[src/pkg/bsl_regs.vh]
// Constants of the serial boot loader: register map, field positions,
// byte codes, state codes and timing counts.
// Assumes inclusion by bare name from the design files.
`ifndef BSL_REGS_VH
`define BSL_REGS_VH

// ==========================================================
// Register byte addresses (AXI4-Lite, one word each)
`define BSL_OFF_CTRL 5'h00
`define BSL_OFF_BAUD 5'h04
`define BSL_OFF_STAT 5'h08
`define BSL_OFF_LEN 5'h0c
`define BSL_OFF_CNT 5'h10

// ==========================================================
// Control register fields
`define BSL_CTRL_RXEN 0
`define BSL_CTRL_TXEN 1
`define BSL_CTRL_PDIR 2
`define BSL_CTRL_POUT 3
`define BSL_CTRL_RST 4'h0

// ==========================================================
// Operating modes
`define BSL_MODE_NONE 2'h0
`define BSL_MODE_USER 2'h1
`define BSL_MODE_BOOT 2'h2
`define BSL_MODE_PROG 2'h3

// ==========================================================
// Link byte codes
`define BSL_CODE_ADJ 8'h00
`define BSL_CODE_SYNC 8'h55
`define BSL_CODE_OK 8'haa
`define BSL_CODE_ERR 8'hff

// ==========================================================
// Program window in on-chip RAM
`define BSL_RAM_BASE_N 24'h00f780
`define BSL_RAM_BASE_A 24'hfff780
`define BSL_RAM_SIZE 16'h0770

// ==========================================================
// Timing: start-up states before the low period is measured, low bits of the zero byte, shortest bit
`define BSL_STARTUP_STATES 8'h64
`define BSL_LOW_BITS 4'h9
`define BSL_MIN_BIT 16'h0002

// ==========================================================
// Sequencer states
`define BSL_S_OFF 5'h00
`define BSL_S_START 5'h01
`define BSL_S_IDLEHI 5'h02
`define BSL_S_FALL 5'h03
`define BSL_S_MEAS 5'h04
`define BSL_S_TXW 5'h05
`define BSL_S_SYNC 5'h06
`define BSL_S_CHK 5'h07
`define BSL_S_ERASE 5'h08
`define BSL_S_LENHI 5'h09
`define BSL_S_LENLO 5'h0a
`define BSL_S_DATA 5'h0b
`define BSL_S_NEXT 5'h0c
`define BSL_S_BRANCH 5'h0d
`define BSL_S_DONE 5'h0e
`define BSL_S_HALT 5'h0f

`endif

[src/rtl/bsl_top.v]
// Serial boot loader with automatic bit-rate matching and an
// AXI4-Lite register slave.
// Assumes all inputs synchronous to mclk_i; flash erase and RAM are
// outside and answer on the plain ports below.
//
// Summary of operation
// - Straps select user, boot or programmer mode.
// - Link frame is 8N1, asynchronous.
// - Measure zero-byte low time, set divisor.
// - Wait 100 states before measuring.
// - Send zero byte, host replies 0x55.
// - Erase written flash, send 0xAA or 0xFF.
// - Two length bytes, high first, echoed.
// - Echo program bytes, store consecutively.
// - Send 0xAA, then branch to program.
// - Program window at 0xF780 or 0xFFF780.
// - Clear enables, keep divisor, drive pin high.
// - Watchdog overflow ends boot mode.
// - Supported host rates 9600 and 4800.
//
// Design decisions made here: the register addresses and the AXI4-Lite interface to the registers.
`include "bsl_regs.vh"
`timescale 1ns/1ps
`default_nettype none

module bsl_top #(
  parameter ADV_ADDR = 0,
  parameter BAUD_W = 16
) (
  input wire mclk_i,
  input wire rst_n_i,
  input wire test_strap_i,
  input wire irq_strap_i,
  input wire boot_select_strap_i,
  input wire programmer_strap_0_i,
  input wire programmer_strap_1_i,
  input wire programmer_strap_2_i,
  input wire wdt_ovf_i,
  input wire rxd_i,
  output wire txd_o,
  output wire txd_oe_o,
  input wire flash_blank_i,
  input wire erase_done_i,
  input wire erase_fail_i,
  output reg erase_req_o,
  output reg ram_we_o,
  output reg [23:0] ram_addr_o,
  output reg [7:0] ram_wdata_o,
  output reg branch_o,
  output reg [23:0] branch_addr_o,
  output reg [1:0] mode_o,
  output wire boot_active_o,
  input wire s_axi_awvalid,
  output wire s_axi_awready,
  input wire [31:0] s_axi_awaddr,
  input wire s_axi_wvalid,
  output wire s_axi_wready,
  input wire [31:0] s_axi_wdata,
  input wire [3:0] s_axi_wstrb,
  output reg s_axi_bvalid,
  input wire s_axi_bready,
  output reg [1:0] s_axi_bresp,
  input wire s_axi_arvalid,
  output wire s_axi_arready,
  input wire [31:0] s_axi_araddr,
  output reg s_axi_rvalid,
  input wire s_axi_rready,
  output reg [31:0] s_axi_rdata,
  output reg [1:0] s_axi_rresp
);

  localparam [23:0] RAM_BASE = (ADV_ADDR != 0) ? `BSL_RAM_BASE_A : `BSL_RAM_BASE_N;
  localparam [7:0] START_CYC = `BSL_STARTUP_STATES;

  reg [4:0] state;
  reg [4:0] ret_state;
  reg cap_pend;
  reg [7:0] wait_cnt;
  reg [BAUD_W-1:0] baud_divisor;
  reg [BAUD_W-1:0] bit_len;
  reg [3:0] sub9;
  reg [3:0] serial_control_reg;
  reg [15:0] prog_len;
  reg [15:0] byte_cnt;
  reg erase_err;
  reg tx_start;
  reg [7:0] tx_data;
  reg tx_busy;
  reg [9:0] tx_shift;
  reg [3:0] tx_bit;
  reg [BAUD_W-1:0] tx_cnt;
  reg rx_busy;
  reg [3:0] rx_bit;
  reg [BAUD_W-1:0] rx_cnt;
  reg [7:0] rx_shift;
  reg rx_valid;
  reg [7:0] rx_data;
  reg aw_got;
  reg w_got;
  reg [4:0] aw_addr;
  reg [31:0] w_data;
  reg [3:0] w_strb;

  wire receive_enable_bit = serial_control_reg[`BSL_CTRL_RXEN];
  wire transmit_enable_bit = serial_control_reg[`BSL_CTRL_TXEN];
  wire transmit_pin_direction_bit = serial_control_reg[`BSL_CTRL_PDIR];
  wire transmit_pin_output_bit = serial_control_reg[`BSL_CTRL_POUT];
  // Sequencer owns the link from boot start until the branch
  wire seq_own = (state != `BSL_S_OFF) && (state != `BSL_S_DONE);
  wire sw_wr = aw_got && w_got && !s_axi_bvalid;
  // Receiver stays parked while the line is being timed
  wire rx_hold = (state == `BSL_S_START) || (state == `BSL_S_IDLEHI) ||
                 (state == `BSL_S_FALL) || (state == `BSL_S_MEAS);

  // Byte lane merge for software writes
  function [31:0] bsl_merge;
    input [31:0] old;
    input [31:0] din;
    input [3:0] strb;
    integer k;
    begin
      bsl_merge = old;
      for (k = 0; k < 4; k = k + 1) begin
        if (strb[k]) begin
          bsl_merge[k*8 +: 8] = din[k*8 +: 8];
        end
      end
    end
  endfunction

  // Merged words, cut down to the width each register really has
  wire [31:0] ctrl_merged = bsl_merge({28'h0, serial_control_reg}, w_data, w_strb);
  wire [31:0] baud_merged = bsl_merge({{(32-BAUD_W){1'b0}}, baud_divisor}, w_data, w_strb);

  assign boot_active_o = (mode_o == `BSL_MODE_BOOT) && seq_own;
  // Idle line rests on the pin output bit or the transmit enable bit, so the pin stays high after branch
  assign txd_o = tx_busy ? tx_shift[0] : (transmit_pin_output_bit | transmit_enable_bit);
  assign txd_oe_o = transmit_pin_direction_bit | transmit_enable_bit;

  // ==========================================================
  // Transmitter, LSB first, one start and one stop bit
  always @(posedge mclk_i) begin
    if (!rst_n_i) begin
      tx_busy <= 1'b0;
      tx_shift <= 10'h3ff;
      tx_bit <= 4'h0;
      tx_cnt <= {BAUD_W{1'b0}};
    end else if (!tx_busy) begin
      if (tx_start && transmit_enable_bit) begin
        tx_busy <= 1'b1;
        tx_shift <= {1'b1, tx_data, 1'b0};
        tx_bit <= 4'h0;
        tx_cnt <= baud_divisor - 1'b1;
      end
    end else if (tx_cnt != {BAUD_W{1'b0}}) begin
      tx_cnt <= tx_cnt - 1'b1;
    end else begin
      tx_cnt <= baud_divisor - 1'b1;
      tx_shift <= {1'b1, tx_shift[9:1]};
      tx_bit <= tx_bit + 4'h1;
      if (tx_bit == `BSL_LOW_BITS) begin
        tx_busy <= 1'b0;
      end
    end
  end

  // ==========================================================
  // Receiver, samples mid-bit; frames with a low stop bit are dropped
  always @(posedge mclk_i) begin
    if (!rst_n_i) begin
      rx_busy <= 1'b0;
      rx_bit <= 4'h0;
      rx_cnt <= {BAUD_W{1'b0}};
      rx_shift <= 8'h00;
      rx_valid <= 1'b0;
      rx_data <= 8'h00;
    end else if (rx_hold) begin
      // A frame caught with the reset divisor would keep the receiver
      // busy for hundreds of thousands of cycles and miss the sync byte
      rx_busy <= 1'b0;
      rx_valid <= 1'b0;
    end else begin
      rx_valid <= 1'b0;
      if (!rx_busy) begin
        if (receive_enable_bit && !rxd_i) begin
          rx_busy <= 1'b1;
          rx_bit <= 4'h0;
          rx_cnt <= {1'b0, baud_divisor[BAUD_W-1:1]};
        end
      end else if (rx_cnt != {BAUD_W{1'b0}}) begin
        rx_cnt <= rx_cnt - 1'b1;
      end else begin
        rx_cnt <= baud_divisor - 1'b1;
        rx_bit <= rx_bit + 4'h1;
        if (rx_bit == 4'h0) begin
          rx_busy <= !rxd_i;
        end else if (rx_bit == `BSL_LOW_BITS) begin
          rx_busy <= 1'b0;
          rx_valid <= rxd_i;
          rx_data <= rx_shift;
        end else begin
          rx_shift <= {rxd_i, rx_shift[7:1]};
        end
      end
    end
  end

  // ==========================================================
  // Boot sequencer
  always @(posedge mclk_i) begin
    if (!rst_n_i) begin
      state <= `BSL_S_OFF;
      ret_state <= `BSL_S_OFF;
      cap_pend <= 1'b1;
      mode_o <= `BSL_MODE_NONE;
      wait_cnt <= 8'h00;
      baud_divisor <= {BAUD_W{1'b1}};
      bit_len <= {BAUD_W{1'b0}};
      sub9 <= 4'h0;
      serial_control_reg <= `BSL_CTRL_RST;
      prog_len <= 16'h0000;
      byte_cnt <= 16'h0000;
      erase_err <= 1'b0;
      erase_req_o <= 1'b0;
      tx_start <= 1'b0;
      tx_data <= 8'h00;
      ram_we_o <= 1'b0;
      ram_addr_o <= 24'h000000;
      ram_wdata_o <= 8'h00;
      branch_o <= 1'b0;
      branch_addr_o <= 24'h000000;
    end else begin
      tx_start <= 1'b0;
      ram_we_o <= 1'b0;
      branch_o <= 1'b0;
      cap_pend <= 1'b0;
      // Software may steer the port only when the sequencer lets go
      if (sw_wr && !seq_own && aw_addr == `BSL_OFF_CTRL) begin
        serial_control_reg <= ctrl_merged[3:0];
      end
      if (sw_wr && !seq_own && aw_addr == `BSL_OFF_BAUD) begin
        baud_divisor <= baud_merged[BAUD_W-1:0];
      end
      if (cap_pend) begin
        // straps settled before release, sampled once here
        if (!test_strap_i && irq_strap_i) begin
          mode_o <= `BSL_MODE_USER;
        end else if (!test_strap_i && boot_select_strap_i) begin
          mode_o <= `BSL_MODE_BOOT;
          state <= `BSL_S_START;
          serial_control_reg <= 4'hf;
        end else if (test_strap_i && !programmer_strap_0_i && !programmer_strap_1_i &&
                     !programmer_strap_2_i) begin
          mode_o <= `BSL_MODE_PROG;
        end
      end else if (wdt_ovf_i && seq_own) begin
        state <= `BSL_S_OFF;
        erase_req_o <= 1'b0;
        serial_control_reg <= `BSL_CTRL_RST;
      end else begin
        case (state)
          `BSL_S_OFF, `BSL_S_DONE, `BSL_S_HALT: begin
          end
          `BSL_S_START: begin
            wait_cnt <= wait_cnt + 8'h01;
            if (wait_cnt == START_CYC - 8'h01) begin
              state <= `BSL_S_IDLEHI;
            end
          end
          `BSL_S_IDLEHI: begin
            // insist on an idle line first
            if (rxd_i) begin
              state <= `BSL_S_FALL;
            end
          end
          `BSL_S_FALL: begin
            bit_len <= {BAUD_W{1'b0}};
            // The falling-edge sample is already the first low cycle of nine
            sub9 <= rxd_i ? 4'h0 : 4'h1;
            if (!rxd_i) begin
              state <= `BSL_S_MEAS;
            end
          end
          `BSL_S_MEAS: begin
            // nine cycles of low per divisor step
            if (rxd_i) begin
              if (bit_len < `BSL_MIN_BIT) begin
                state <= `BSL_S_FALL;
              end else begin
                baud_divisor <= bit_len;
                tx_data <= `BSL_CODE_ADJ;
                tx_start <= 1'b1;
                ret_state <= `BSL_S_SYNC;
                state <= `BSL_S_TXW;
              end
            end else if (sub9 == `BSL_LOW_BITS - 4'h1) begin
              sub9 <= 4'h0;
              bit_len <= bit_len + 1'b1;
            end else begin
              sub9 <= sub9 + 4'h1;
            end
          end
          `BSL_S_TXW: begin
            if (!tx_start && !tx_busy) begin
              state <= ret_state;
            end
          end
          `BSL_S_SYNC: begin
            // leftover zero bytes are skipped until 0x55
            if (rx_valid && rx_data == `BSL_CODE_SYNC) begin
              state <= `BSL_S_CHK;
            end
          end
          `BSL_S_CHK: begin
            // erase only when written data exists
            if (flash_blank_i) begin
              tx_data <= `BSL_CODE_OK;
              tx_start <= 1'b1;
              ret_state <= `BSL_S_LENHI;
              state <= `BSL_S_TXW;
            end else begin
              erase_req_o <= 1'b1;
              state <= `BSL_S_ERASE;
            end
          end
          `BSL_S_ERASE: begin
            if (erase_done_i) begin
              erase_req_o <= 1'b0;
              erase_err <= erase_fail_i;
              tx_data <= erase_fail_i ? `BSL_CODE_ERR : `BSL_CODE_OK;
              tx_start <= 1'b1;
              ret_state <= erase_fail_i ? `BSL_S_HALT : `BSL_S_LENHI;
              state <= `BSL_S_TXW;
            end
          end
          `BSL_S_LENHI, `BSL_S_LENLO: begin
            // length high byte first, each echoed
            if (rx_valid) begin
              if (state == `BSL_S_LENHI) begin
                prog_len[15:8] <= rx_data;
              end else begin
                prog_len[7:0] <= rx_data;
              end
              byte_cnt <= 16'h0000;
              tx_data <= rx_data;
              tx_start <= 1'b1;
              ret_state <= (state == `BSL_S_LENHI) ? `BSL_S_LENLO : `BSL_S_NEXT;
              state <= `BSL_S_TXW;
            end
          end
          `BSL_S_NEXT: begin
            if (byte_cnt == prog_len) begin
              tx_data <= `BSL_CODE_OK;
              tx_start <= 1'b1;
              ret_state <= `BSL_S_BRANCH;
              state <= `BSL_S_TXW;
            end else if (prog_len > `BSL_RAM_SIZE) begin
              // a program larger than the window is refused
              tx_data <= `BSL_CODE_ERR;
              tx_start <= 1'b1;
              ret_state <= `BSL_S_HALT;
              state <= `BSL_S_TXW;
            end else begin
              state <= `BSL_S_DATA;
            end
          end
          `BSL_S_DATA: begin
            if (rx_valid) begin
              // addresses count up from the window base
              ram_we_o <= 1'b1;
              ram_addr_o <= RAM_BASE + {8'h00, byte_cnt};
              ram_wdata_o <= rx_data;
              byte_cnt <= byte_cnt + 16'h0001;
              tx_data <= rx_data;
              tx_start <= 1'b1;
              ret_state <= `BSL_S_NEXT;
              state <= `BSL_S_TXW;
            end
          end
          `BSL_S_BRANCH: begin
            // enables off, divisor kept, pin driven high
            serial_control_reg <= 4'h0 | (4'h1 << `BSL_CTRL_PDIR) |
                                  (4'h1 << `BSL_CTRL_POUT);
            // hand execution to the loaded program
            // window released only from here on
            branch_o <= 1'b1;
            branch_addr_o <= RAM_BASE;
            state <= `BSL_S_DONE;
          end
          default: begin
            state <= `BSL_S_OFF;
          end
        endcase
      end
    end
  end

  // ==========================================================
  // AXI4-Lite slave; address and data may arrive in either order
  assign s_axi_awready = !aw_got && !s_axi_bvalid;
  assign s_axi_wready = !w_got && !s_axi_bvalid;
  assign s_axi_arready = !s_axi_rvalid;

  always @(posedge mclk_i) begin
    if (!rst_n_i) begin
      aw_got <= 1'b0;
      w_got <= 1'b0;
      aw_addr <= 5'h00;
      w_data <= 32'h00000000;
      w_strb <= 4'h0;
      s_axi_bvalid <= 1'b0;
      s_axi_bresp <= 2'h0;
    end else begin
      if (s_axi_awvalid && s_axi_awready) begin
        aw_got <= 1'b1;
        aw_addr <= s_axi_awaddr[4:0];
      end
      if (s_axi_wvalid && s_axi_wready) begin
        w_got <= 1'b1;
        w_data <= s_axi_wdata;
        w_strb <= s_axi_wstrb;
      end
      if (sw_wr) begin
        aw_got <= 1'b0;
        w_got <= 1'b0;
        s_axi_bvalid <= 1'b1;
        // Writable words answer OKAY; the rest answer SLVERR
        s_axi_bresp <= (aw_addr == `BSL_OFF_CTRL || aw_addr == `BSL_OFF_BAUD) ?
                       2'h0 : 2'h2;
      end else if (s_axi_bvalid && s_axi_bready) begin
        s_axi_bvalid <= 1'b0;
      end
    end
  end

  // Read answer one cycle after the address is taken
  always @(posedge mclk_i) begin
    if (!rst_n_i) begin
      s_axi_rvalid <= 1'b0;
      s_axi_rdata <= 32'h00000000;
      s_axi_rresp <= 2'h0;
    end else if (s_axi_arvalid && s_axi_arready) begin
      s_axi_rvalid <= 1'b1;
      s_axi_rresp <= 2'h0;
      case (s_axi_araddr[4:0])
        `BSL_OFF_CTRL: s_axi_rdata <= {28'h0, serial_control_reg};
        `BSL_OFF_BAUD: s_axi_rdata <= {{(32-BAUD_W){1'b0}}, baud_divisor};
        `BSL_OFF_STAT: s_axi_rdata <= {22'h0, erase_err, boot_active_o, mode_o,
                                       1'b0, state};
        `BSL_OFF_LEN: s_axi_rdata <= {16'h0, prog_len};
        `BSL_OFF_CNT: s_axi_rdata <= {16'h0, byte_cnt};
        default: begin
          s_axi_rdata <= 32'h00000000;
          s_axi_rresp <= 2'h2;
        end
      endcase
      if (s_axi_araddr[31:5] != 27'h0) begin
        s_axi_rdata <= 32'h00000000;
        s_axi_rresp <= 2'h2;
      end
    end else if (s_axi_rvalid && s_axi_rready) begin
      s_axi_rvalid <= 1'b0;
    end
  end

endmodule

`default_nettype wire

[config.mk]
export PLATFORM = sky130hd
export DESIGN_NAME = bsl_top
export DESIGN_NICKNAME = d
export VERILOG_FILES = /design/src/rtl/bsl_top.v
export VERILOG_INCLUDE_DIRS = /design/src /design/src/pkg
export SDC_FILE = /design/constraint.sdc
export NUM_CORES = 1
export LEC_CHECK = 0
export BUFFER_PORTS_ARGS = -buffer_cell sky130_fd_sc_hd__clkbuf_2
export CAP_MARGIN = 40
export CORE_ASPECT_RATIO = 1.25
export CORE_MARGIN = 8
export CORE_UTILIZATION = 40
export DETAILED_ROUTE_END_ITERATION = 10
export PLACE_DENSITY = 0.75
export SYNTH_ARGS = -nofsm -noshare
export SYNTH_HDL_FRONTEND = slang
export SYNTH_SLANG_ARGS = --single-unit
[constraint.sdc]
create_clock -name mclk_i -period 2.5 [get_ports mclk_i]
set_clock_uncertainty 0.15 [all_clocks]
set_input_delay 0.25 -clock mclk_i [delete_from_list [all_inputs] [get_ports mclk_i]]
set_output_delay 0.25 -clock mclk_i [all_outputs]
set_load 0.01 [all_outputs]
# --- After elaboration in Yosys (flattened, before gate mapping) ---
# Index checks and enable logic that the tools add are counted.
# Widths: inputs -> output; s select.
word_totals:
  latchBits: 0
  wordCells: 317
  mem_bits_ro: 0
  n_memories: 0
  out_inout_bits: 105
  in_bits: 118
  mem_bits_rw: 0
  register_bits: 271
op_classes:
  n_mul: 0
  div_mod_pow: 0
  n_eq_ne: 53
  order_cmp: 2
  n_reduce_logical: 86
  shift: 0
  mux: 113
  add_sub_neg: 10
  bitwise: 12
op_table:
  columns: ["operator", "n"]
  rows:
  - ["$mux 16", 16]
  - ["$mux 5", 20]
  - ["$pmux 16 s5", 1]
  - ["$mux 4", 18]
  - ["$mux 8", 9]
  - ["$pmux 16 s2", 2]
  - ["$pmux 5 s12", 1]
  - ["$eq 5x4->1 const B", 10]
  - ["$sub 16x1->16 const B", 3]
  - ["$pmux 8 s5", 1]
  - ["$add 16x1->16 const B", 2]
  - ["$mux 32", 1]
  - ["$reduce_bool 16->1", 2]
  - ["$eq 5x3->1 const B", 6]
  - ["$mux 10", 3]
  - ["$pmux 5 s6", 1]
  - ["$reduce_and 5->1", 6]
  - ["$mux 1", 27]
  - ["$reduce_bool 27->1", 1]
  - ["$logic_and 1x1->1", 24]
  - ["$ne 2x2->1 const B", 10]
  - ["$add 16x16->17 const A", 1]
  - ["$eq 16x16->1", 1]
  - ["$eq 8x7->1 const B", 2]
  - ["43 further kinds", 108]

# --- Logic depth before layout (Yosys ltp) ---
# Gate-level depths: netlist (run 1).
logic_depth:
  ltp_word: 11
  depth_mapped: 9
  depth_no_buf: 8

# --- Least setup slack after synthesis (run 1) ---
# No wires, ideal clock.
synth_path:
  path_type: "register to register"
  startpoint: "register tx_cnt[7]"
  endpoint: "register tx_shift[0]"
  path_buffers: 3
  t_arrival_ns: 2.115
  stages_incl_launch_ff: 9
  required_ns: 2.228
  period_less_slack_ns: 2.387
  setup_time_ns: 0.122
  path_slack_ns: 0.113
  path_cell_list: "dfxtp_1 -> clkbuf_2 -> or4_4 -> nor4_4 -> a31o_1 -> buf_6 -> nand2_4 -> buf_6 -> a221o_1"
synth_between:
  elab_chain_cells: 3
synth_lines:
  columns: ["item", "line_no", "source"]
  rows:
  - ["start: declaration", "bsl_top.v:91", "reg [BAUD_W-1:0] tx_cnt;"]
  - ["start signal: assignment", "bsl_top.v:147", "tx_cnt <= {BAUD_W{1'b0}};"]
  - ["start signal: assignment", "bsl_top.v:153", "tx_cnt <= baud_divisor - 1'b1;"]
  - ["start signal: assignment", "bsl_top.v:156", "tx_cnt <= tx_cnt - 1'b1;"]
  - ["$reduce_bool 16->1", "bsl_top.v:155", "end else if (tx_cnt != {BAUD_W{1'b0}}) begin"]
  - ["$ne 2x2->1 (no line)", null, null]
  - ["$reduce_and 2->1 (no line)", null, null]
  - ["end signal: assignment", "bsl_top.v:151", "tx_shift <= {1'b1, tx_data, 1'b0};"]
  - ["end signal: assignment", "bsl_top.v:159", "tx_shift <= {1'b1, tx_shift[9:1]};"]
  - ["end: declaration", "bsl_top.v:89", "reg [9:0] tx_shift;"]
# No other way between the ends.
# A chain may end at the register's enable or synchronous reset.

# --- Worst setup path after layout (run 1) ---
layout_path:
  startpoint: "register state[2]"
  endpoint: "output port boot_active_o"
layout_between:
  elab_chain_cells: 3
  elab_cells_between_ends: 4
  cone_classes: "1 x eq/ne; 3 x reduce/logical"
layout_lines:
  columns: ["item", "line_no", "source"]
  rows:
  - ["start: declaration", "bsl_top.v:75", "reg [4:0] state;"]
  - ["start signal: assignment", "bsl_top.v:212", "state <= `BSL_S_OFF;"]
  - ["start signal: assignment", "bsl_top.v:250", "state <= `BSL_S_START;"]
  - ["start signal: assignment", "bsl_top.v:257", "state <= `BSL_S_OFF;"]
  - ["$ne 5x4->1 (no line) or $reduce_bool 5->1 (tied branches)", null, null]
  - ["$logic_and 1x1->1 (*)", "bsl_top.v:109", "wire seq_own = (state != `BSL_S_OFF) && (state != `BSL_S_DONE);"]
  - ["$logic_and 1x1->1 (*)", "bsl_top.v:135", "assign boot_active_o = (mode_o == `BSL_MODE_BOOT) && seq_own;"]
  - ["end: declaration", "bsl_top.v:52", "output wire boot_active_o,"]
# Every way passes the cells marked *; elsewhere a longest branch is shown, timed or not.

==> summary.md, run 1 <==
| Metric | Value |
|---|---|
| Clock Path Buffers | `3` |
| Antenna violations before repair | `2` |
| Clock Tree Root | `clkbuf_16` |
| Final Non-Filler Cells | `around 2.2k` |
| Final setup viols | `0` |
| Arr. time, crit path | `between 2 and 2.5 ns` |
| Final nets | `about 1.9k` |
| Critical path fanouts, max | `5` |
| Detail Placement HPWL | `around 29 mm` |
| WL final | `between 30 and 40 mm` |
| Top cells by area, synth | `dfxtp_1, nor2_1, a21oi_1` |
| Router iterations before antenna repair | `7` |
| Register area share after synthesis | `approximately two fifths` |
| Final period util | `a little over nine tenths` |
| Worst path bufs/invs | `3` |
| Final antenna-violating net count | `0` |
| Via/cell ratio | `5.698` |
| # placed instances | `between 2k and 2.5k` |
| Max incr delay on CP | `0.55 ns` |
| Die height | `roughly 210 um` |
| Reg2Reg Depth | `7` |
| GRT Overall Usage | `slightly below 20%` |
| WHS | `approximately 0.033 ns` |
| Hold Fails Final Rpt | `0` |
| Core ar. | `0.03090 mm2` |
| Tmin final | `2.435 ns` |
| Initial core utilization | `40.63%` |
| Synthesized flop and latch total | `roughly 240` |
| CTS tree | `built` |
| Synth cell types | `82` |
| Worst path most repeated cell | `buf_4` |
| Hold EP | `mode_o[0]` |
| Area Overhead vs Synth | `22.59%` |
| Dpl ws | `-0.006261 ns` |
| RSZ-0062 raised after global routing | `yes` |
| Share of layout cells above drive strength 1 | `between 20% and 30%` |
| IO Pins | `between 200 and 250` |
| Post-synthesis cell area | `0.01255 mm2` |
| Worst R2R Setup Slack | `approximately 0.065 ns` |
| Status | `complete, no violations` |
| Critical-path top delay cell | `or4_4` |
| Cts bufs inserted | `26` |
| Worst r2r src | `rx_cnt[8]` |
| Gpl congestion | `~0.95` |
| Leakage | `approximately 0.0064 uW` |
| CTS Sinks | `about 240` |
| Reg2reg end | `rx_shift[4]` |
| Peak VDD IR | `between 0.5 and 0.6 mV` |
| Most numerous cell in the Yosys netlist | `dfxtp_1` |
| Slew @ Worst Pin | `around 0.78 ns` |
| Main synth FF type | `dfxtp_1` |
| Grt total ovfl | `0` |
| Fraction of registers with async set/reset | `0%` |
| Synth area leader | `dfxtp_1` |
| Max FFs per register | `17` |
| CP Capture Type | `primary output` |
| Clock transition at path regs | `~0.07 ns` |
| WHS Path Cells | `3` |
| Setup Crit Path Kind | `flop to primary output` |
| Critical path data required time | `2.10 ns` |
| H-tree depth | `1` |
| Critical path launch point type | `flop` |
| Die area | `between 0.03 and 0.04 mm2` |
| Global-route wire length before repair | `slightly above 60 mm` |
| Commonest cells in the netlist | `dfxtp_1, nor2_1, nand2_1` |
| Average cell area after synthesis | `8.109 um2` |
| CP delay by family, top | `simple AND/OR/NAND/NOR gates` |
| Worst path cell trace | `or4_4 > buf_4 > nand2_4 > nor3b_1 > buf_4 > clkbuf_2` |
| Total power | `8477 uW` |
| Fin util | `about half` |
| MaxCap Viol Count | `0` |
| Wire per inst | `18.17 um` |
| Mapped Cells | `1548` |
| Post-synth top area share | `between 30% and 40%` |
| YS warnings | `0` |
| Relative slew slack | `47.73%` |
| Largest net degree at the start of global routing | `93` |
| Post-synth EDFFs | `0` |
| Die width | `roughly 170 um` |
| Final count of pins violating max slew | `0` |
| Final WS setup | `approximately 0.065 ns` |
| Worst Hold Class | `primary input to flop` |
| Drt first-iter violations | `1129` |
| Largest reg by FF count | `ram_addr_o` |
| Row Count | `around 70` |
| Clock latency on the worst-skew pair | `0.54 ns` |
| Number of buffers added on ports | `136` |
| Pwr Density | `550.9 mW/mm2` |
| Hold Crit Start | `test_strap_i` |
| Vias in the first global route | `11.79k` |
| Via count | `approximately 12k` |
| F_max | `roughly 0.41 GHz` |
| Drt drc | `0` |
power breakdown:
part	leakage, uW	switching (uW)	internal (uW)
logic	0.00398	440	282
registers	0.00197	49.6	3920
clock network	0.000407	1590	2190
total	0.00635	2080	6390
per-stage QoR:
step / TNS [ns] / area (um2)
2_1_floorplan: 0 / 12700
3_3_place_gp: -0.001091 / 14060
3_5_place_dp: -0.006261 / 14060
4_1_cts: 0 / 15210
5_1_grt: -0.07511 / 15390
6_report: 0 / 15390
metal layers:
| metal | track usage [%] | vias up | wire length [um] |
|---|---|---|---|
| li1 | - | 5844 | - |
| met1 | 23.20 | 5890 | 15470 |
| met2 | 33.90 | 573 | 18940 |
| met3 | 3.893 | 131 | 3138 |
| met4 | 10.39 | 0 | 2114 |
| met5 | 0 | - | 0 |
cells by family (layout without fill, tap and decap cells):
family          Yosys count  count (layout)  synth area share, %
compound gates          345             345                17.56
xor+xnor                 73              73                5.093
fa+ha+maj                18              18                1.774
buf+inv                 176             362                7.067
flops                   243             243                38.75
mux                      67              67                5.492
other cells               1              43              0.02987
simple gates            625             625                24.23
placed cells by master (no fill, tap or decap), drive strengths merged, types with 5 or more instances in the layout:
cell type / instances
or3: 13
mux2: 15
ha: 17
a21o: 7
a22oi: 17
or4: 11
nor3b: 10
dfxtp: 243
buf: 120
nor3: 44
and3: 9
nor2b: 14
a211oi: 17
nand4b: 5
xor2: 46
clkinv: 6
a21oi: 123
xnor2: 27
and2: 13
nor2: 198
o21ai: 71
nand2b: 22
clkbuf: 174
a31oi: 14
conb: 41
mux2i: 52
a221oi: 8
or2: 7
nand2: 165
nor4: 29
a222oi: 15
inv: 30
and4: 6
nand4: 23
o21a: 9
a311oi: 6
nand3: 43
dlygate4sd3: 30
o211ai: 10
worst max-delay path by stage:
stage | start | to | slack, ns | depth (start not counted)
final | state[2] | boot_active_o | 0.06 | 6
after global placement | state[0] | rx_cnt[14] | -0.001 | 7
after detailed placement | state[3] | prog_len[11] | -0.006 | 8
after global routing | rx_cnt[0] | rx_cnt[14] | -0.02 | 8
after floorplan | tx_cnt[7] | tx_shift[0] | 0.11 | 8
after CTS | state[3] | prog_len[11] | 0.0003 | 8
worst reg2reg max path, delay by kind of cell, from the launching register on:
kind          cells  cell delay [ns]
simple gates      5             1.49
mux               1             0.16
buf+inv           1             0.17
flops             1             0.34
area by class of cell:
class / count / area (um2)
sequential: 243 / 4870
inverter: 30 / 115.1
clock inverter: 8 / 71.32
antenna: 2 / 5.005
multi-input combinational: 1169 / 7094
fill: 2832 / 15510
timing repair buffer: 287 / 1971
tap: 407 / 509.2
clock buffer: 37 / 753.2
repair_timing:
item	4_1_cts	5_1_grt
setup buffers	2	2
pin swaps	1	7
resized for setup	2	40
hold buffers	30	0
hold endpoints to repair	31	0
setup endpoints to repair	9	66
gates cloned	0	1
Note: power is estimated with default switching activity, not from simulation.
==> inputs of run 2 (changes only) <==
CORE_MARGIN = 1   (was 8)
==> run 2 against run 1 <==
  * Fmax decreased by 0.97%
  * Flip-flop and latch count unchanged
  * Combinational power decreased by 2%
==> summary.md, run 2 (synthesis gave the netlist of run 1 again) <==
| Metric | Value |
|---|---|
| Critical-path top delay cell | `or4_4` |
| Slew @ Worst Pin | `0.6663 ns (-0.1105 ns)` |
| Commonest non-fill, non-tap cell in the layout | `dfxtp_1` |
| Router iterations before antenna repair | `8 (+1)` |
| Sequential Power Share | `44.7% (-2.2 points)` |
| MaxCap Viol Count | `0 (unchanged)` |
| Tmin final | `2.459 ns (+0.02379 ns)` |
| Worst path cell trace | `or4_4 > and4bb_2 > nand3_1 > nor4_4 > buf_4 > buf_2 > mux2i_1 > nor2_1` |
| Largest reg by FF count | `ram_addr_o` |
| Clock Tree Root | `clkbuf_16` |
| Area of the multi-input gates | `0.007047 mm2 (-0.67%)` |
| Clock latency on the worst-skew pair | `0.54 ns (about the same)` |
| GRT Overall Usage | `22.77% (+2.9 points)` |
| Critical path launch point type | `flop` |
| Worst r2r src | `rx_cnt[7]` |
| Final setup viols | `0 (unchanged)` |
| Clock transition at path regs | `0.07 ns (about the same)` |
| Row Count | `72 (unchanged)` |
| Setup Crit Path Kind | `flop to flop` |
| Fin util | `50.20% (+0.40 points)` |
| Peak VDD IR | `0.4925 mV (-2.1%)` |
| Internal power | `6759 uW (+5.7%)` |
| FF+latch area | `0.004867 mm2 (about the same)` |
| IO Pins | `223 (unchanged)` |
| Core ar. | `0.03090 mm2 (unchanged)` |
| Hold Fails Final Rpt | `0 (unchanged)` |
| Largest net degree at the start of global routing | `68 (-27%)` |
| Setup crit start | `rx_cnt[7]` |
| Final count of pins violating max slew | `0 (unchanged)` |
| Status | `complete, no violations` |
| Wire per inst | `17.37 um (-4.4%)` |
| Final period util | `98.37% (+0.95 points)` |
| Most frequent cells in the layout | `dfxtp_1, nor2_1, nand2_1` |
| Max FFs per register | `17 (unchanged)` |
| Grt total ovfl | `0 (unchanged)` |
| CTS tree | `built` |
| Dpl ws | `0.03755 ns (+0.04381 ns)` |
| Global-route wire length before repair | `59.15 mm (-4.3%)` |
| Detail Placement HPWL | `27.60 mm (-4.2%)` |
| Drt drc | `0 (unchanged)` |
| Gpl congestion | `0.9400 (-0.59%)` |
| Hold Crit Start | `test_strap_i` |
| Critical path fanouts, max | `4 (-1)` |
| Cts bufs inserted | `26 (unchanged)` |
| Comb power frac | `8.0% (-0.5 points)` |
| Die height | `200.1 um (-6.5%)` |
| Die area | `0.03210 mm2 (-14%)` |
| Filler Cell Count | `2841 (+0.32%)` |
| Leakage | `0.006427 uW (+1.2%)` |
| RSZ-0062 raised after global routing | `yes` |
| Antenna violations before repair | `0 (-2)` |
| Share of layout cells above drive strength 1 | `20.49% (+0.26 points)` |
| Drt first-iter violations | `989 (-12%)` |
| Arr. time, crit path | `2.73 ns (+0.69 ns)` |
| H-tree depth | `1 (unchanged)` |
| Die width | `160.5 um (-8.0%)` |
| Final nets | `1902 (+0.53%)` |
| Relative slew slack | `55.58% (+7.8 points)` |
| Critical path data required time | `2.77 ns (+0.67 ns)` |
| Psw | `2124 uW (+2.0%)` |
| Via/cell ratio | `5.614 (-1.5%)` |
| CTS Sinks | `243 (unchanged)` |
| Antenna Cells | `0 (-2)` |
| Clock power share | `47.3% (+2.7 points)` |
| Worst Hold Class | `primary input to flop` |
| Vias in the first global route | `11.30k (-4.1%)` |
| CP Capture Type | `flop` |
| Clock Path Buffers | `3 (unchanged)` |
| Max incr delay on CP | `0.54 ns (about the same)` |
| Number of buffers added on ports | `136 (unchanged)` |
| Switch share | `23.91% (-0.65 points)` |
| Final antenna-violating net count | `0 (unchanged)` |
| Area Overhead vs Synth | `23.57%` |
| WL final | `38.09 mm (-3.9%)` |
| F_max | `0.4066 GHz (-0.97%)` |
| Initial core utilization | `40.63% (unchanged)` |
| Pwr Density | `572.7 mW/mm2 (+4.0%)` |
| Via count | `12.31k (-1.0%)` |
| Final WS setup | `0.04075 ns (-0.02379 ns)` |
run 2: changes by cell type in the layout (fill, tap and decap cells not counted), moves of 3 or more:
| cell | previous run | this run |
|---|---|---|
| bufinv_16 | 1 | 5 |
| clkbuf_1 | 6 | 1 |
| clkinvlp_4 | 1 | 4 |
| o21ai_1 | 6 | 3 |
| buf_4 | 111 | 123 |
| o21ai_0 | 65 | 68 |
run 2: layout make-up:
class                           count  area share (%)
Clock inverter                     17           1.492
Tap cell                          407           3.283
Inverter                           30          0.7421
Timing Repair Buffer              297           13.12
Clock buffer                       30           4.557
Sequential cell                   243           31.38
Multi-Input combinational cell   1169           45.43
run 2: path summary, 6_finish.rpt:
path / to / slack (ns) / depth (start not counted)
worst max-delay path: rx_data[4] / 0.04 / 8
worst min-delay path: mode_o[0] / 0.03 / 3
worst max register to register: rx_data[4] / 0.04 / 8
worst min register to register: s_axi_rdata[10] / 0.30 / 2
run 2: power by group through the flow:
stage | Combinational [uW] | Sequential (uW) | Clock (uW)
global placement | 637 | 4060 | 0
global route | 779 | 3980 | 4390
detailed placement | 649 | 4060 | 0
floorplan | 429 | 4040 | 0
finish | 711 | 3970 | 4200
CTS | 689 | 3970 | 4230
run 2: worst max-delay path, delay by kind of cell, from the launching register on:
kind,cells,cell delay [ns]
DFF,1,0.32
muxes,1,0.20
buffers and inverters,2,0.38
and+or+nand+nor,5,1.28
run 2: timing repair:
action | 4_1_cts | 5_1_grt
hold buffers | 30 | 0
resized for setup | 0 | 22
endpoints found under the setup margin | 0 | 41
endpoints found under the hold margin | 30 | 0
buffers inserted | 0 | 4
run 2: metal layers:
| layer | track usage, % | vias to the layer above | share of wire [%] |
|---|---|---|---|
| met4 | 13.37 | 0 | 6.0 |
| met3 | 3.926 | 121 | 6.4 |
| li1 | - | 5866 | - |
| met2 | 38.32 | 477 | 47 |
| met5 | 0 | - | 0 |
| met1 | 27.39 | 5848 | 40 |
run 2: metrics by stage:
| step | power (uW) | setup TNS, ns | hold WS (ns) | cells | instance area (um2) |
|---|---|---|---|---|---|
| 3_3_place_gp | 4693 | 0 | 0.2939 | 2111 | 14140 |
| 2_1_floorplan | 4470 | 0 | 0.1956 | 1588 | 12700 |
| 4_1_cts | 8890 | 0 | 0.02709 | 2188 | 15380 |
| 3_5_place_dp | 4706 | 0 | 0.2963 | 2111 | 14140 |
| 6_report | 8883 | 0 | 0.03359 | 2193 | 15510 |
| 5_1_grt | 9148 | -0.03820 | 0.03906 | 2193 | 15510 |
==> inputs of run 3 (changes only) <==
SETUP_SLACK_MARGIN = 0.1   (was not set)
==> run 3 against run 2 <==
  * Largest power group unchanged
  * Count of clock-buffer cells in the layout unchanged
  * Non-clock buffer count up 8
  * Hold slack worse by 0.0040 ns
  * Global-route usage about the same
  * Critical path type unchanged
  * First-iteration DRC count up 11%
  * Via count up 0.73%
  * Critical endpoint is now rx_data[7]
  * Power up 0.16%
  * Combinational power up 2%
==> summary.md, run 3 (synthesis gave the netlist of run 1 again) <==
| Metric | Value |
|---|---|
| Status | `complete, no violations` |
| Cts bufs inserted | `26 (unchanged)` |
| Max FFs per register | `17 (unchanged)` |
| Fin util | `50.70% (+0.49 points)` |
| Critical path data required time | `2.77 ns (about the same)` |
| Clock Path Buffers | `3 (unchanged)` |
| GRT Overall Usage | `22.78% (about the same)` |
| Leakage | `0.006477 uW (+0.78%)` |
| Worst Hold Class | `primary input to flop` |
| Final nets | `1910 (+0.42%)` |
| Global-route wire length before repair | `59.15 mm (unchanged)` |
| Sum Neg Setup Slack | `0 ns (unchanged)` |
| Die area | `0.03210 mm2 (unchanged)` |
| F_max | `0.4107 GHz (+1.0%)` |
| Gpl congestion | `0.9400 (unchanged)` |
| Clock Tree Root | `clkbuf_16` |
| CTS tree | `built` |
| Die height | `200.1 um (unchanged)` |
| Arr. time, crit path | `2.70 ns (-0.03 ns)` |
| Commonest non-fill, non-tap cell in the layout | `dfxtp_1` |
| Via/cell ratio | `5.635 (+0.36%)` |
| Die width | `160.5 um (unchanged)` |
| H-tree depth | `1 (unchanged)` |
| Hold Fails Final Rpt | `0 (unchanged)` |
| Grt total ovfl | `0 (unchanged)` |
| Largest net degree at the start of global routing | `68 (unchanged)` |
| Share of layout cells above drive strength 1 | `21.63% (+1.1 points)` |
| Number of buffers added on ports | `136 (unchanged)` |
| Vias in the first global route | `11.34k (+0.31%)` |
| Via count | `12.40k (+0.73%)` |
| Initial core utilization | `40.63% (unchanged)` |
| Clock latency on the worst-skew pair | `0.54 ns (about the same)` |
| CTS Sinks | `243 (unchanged)` |
| Wire per inst | `17.48 um (+0.64%)` |
| Dpl ws | `0.03755 ns (unchanged)` |
| Drt first-iter violations | `1095 (+11%)` |
| Clock transition at path regs | `0.07 ns (about the same)` |
| MaxCap Viol Count | `0 (unchanged)` |
| Relative slew slack | `42.69% (-13 points)` |
| Final setup viols | `0 (unchanged)` |
| Final antenna-violating net count | `0 (unchanged)` |
| Final count of pins violating max slew | `0 (unchanged)` |
| CP Capture Type | `flop` |
| Final Non-Filler Cells | `2201 (+0.36%)` |
| Detail Placement HPWL | `27.60 mm (unchanged)` |
| Setup Crit Path Kind | `flop to flop` |
| Critical path fanouts, max | `5 (+1)` |
| RSZ-0062 raised after global routing | `yes` |
| Router iterations before antenna repair | `9 (+1)` |
| Antenna Cells | `0 (unchanged)` |
| Critical path launch point type | `flop` |
| Largest reg by FF count | `ram_addr_o` |
| Most frequent cells in the layout | `dfxtp_1, nor2_1, nand2_1` |
| WL final | `38.47 mm (+1.0%)` |
| Area Overhead vs Synth | `24.79%` |
| Peak VDD IR | `0.4926 mV (about the same)` |
| IO Pins | `223 (unchanged)` |
| Row Count | `72 (unchanged)` |
| Slew @ Worst Pin | `0.8524 ns (+0.1860 ns)` |
| Drt drc | `0 (unchanged)` |
| # placed instances | `2111 (unchanged)` |
| Final WS setup | `0.06541 ns (+0.02466 ns)` |
| Tmin final | `2.435 ns (-0.02466 ns)` |
| Core ar. | `0.03090 mm2 (unchanged)` |
| Pwr Density | `568.0 mW/mm2 (-0.82%)` |
| Final period util | `97.38% (-0.99 points)` |
| Antenna violations before repair | `0 (unchanged)` |
==> run 3: final cells by class <==
| class | count | area (um2) |
|---|---|---|
| multi-input cells | 1169 | 7112 |
| clock buffers | 30 | 706.9 |
| fillers | 2817 | 15230 |
| repair buffers | 305 | 2122 |
| well taps | 407 | 509.2 |
| clock inverters | 17 | 231.5 |
| inverters | 30 | 115.1 |
| flip-flops and latches | 243 | 4868 |
==> run 3: repair_timing <==
item	CTS	global route
setup buffers	1	10
gates resized for setup	6	49
cloned	0	2
setup endpoints to repair	27	83
hold endpoints to repair	30	0
pin swaps	2	8
hold buffers	30	0
==> run 3: per-stage QoR <==
| step | cell area, um2 | power [uW] | hold slack [ns] |
|---|---|---|---|
| global route | 15670 | 9164 | 0.04310 |
| floorplan | 12700 | 4470 | 0.1956 |
| detailed placement | 14140 | 4706 | 0.2963 |
| global placement | 14140 | 4693 | 0.2939 |
| CTS | 15410 | 8899 | 0.02709 |
| finish | 15670 | 8898 | 0.02958 |
==> run 3: where the power goes <==
group,internal [uW],switching [uW],total (uW)
logic,294,434,728
clock network,2550,1650,4200
registers,3920,50.1,3970
==> run 3: per-layer routing <==
metal / track usage, % / wire length (um)
met1: 27.36 / 15340
met2: 38.46 / 18220
met3: 3.884 / 2614
met4: 13.30 / 2302
met5: 0 / 0
==> run 3: final timing paths <==
| check | slack [ns] | to | startpoint | depth (start not counted) |
|---|---|---|---|---|
| setup / recovery | 0.07 | rx_data[7] | rx_cnt[7] | 8 |
| hold / removal | 0.03 | mode_o[0] | test_strap_i | 3 |
| setup reg to reg | 0.07 | rx_data[7] | rx_cnt[7] | 8 |
| hold reg to reg | 0.30 | s_axi_rdata[10] | s_axi_rdata[10] | 2 |
==> run 3: worst max-delay path, cell delays in order (launching register included) <==
cell and delay [ns]:
dfxtp_2 0.33, or4_4 0.53, and4bb_2 0.38, nand3_4 0.10, nor4_4 0.22, buf_4 0.20
buf_8 0.15, mux2i_1 0.20, nor2_1 0.05
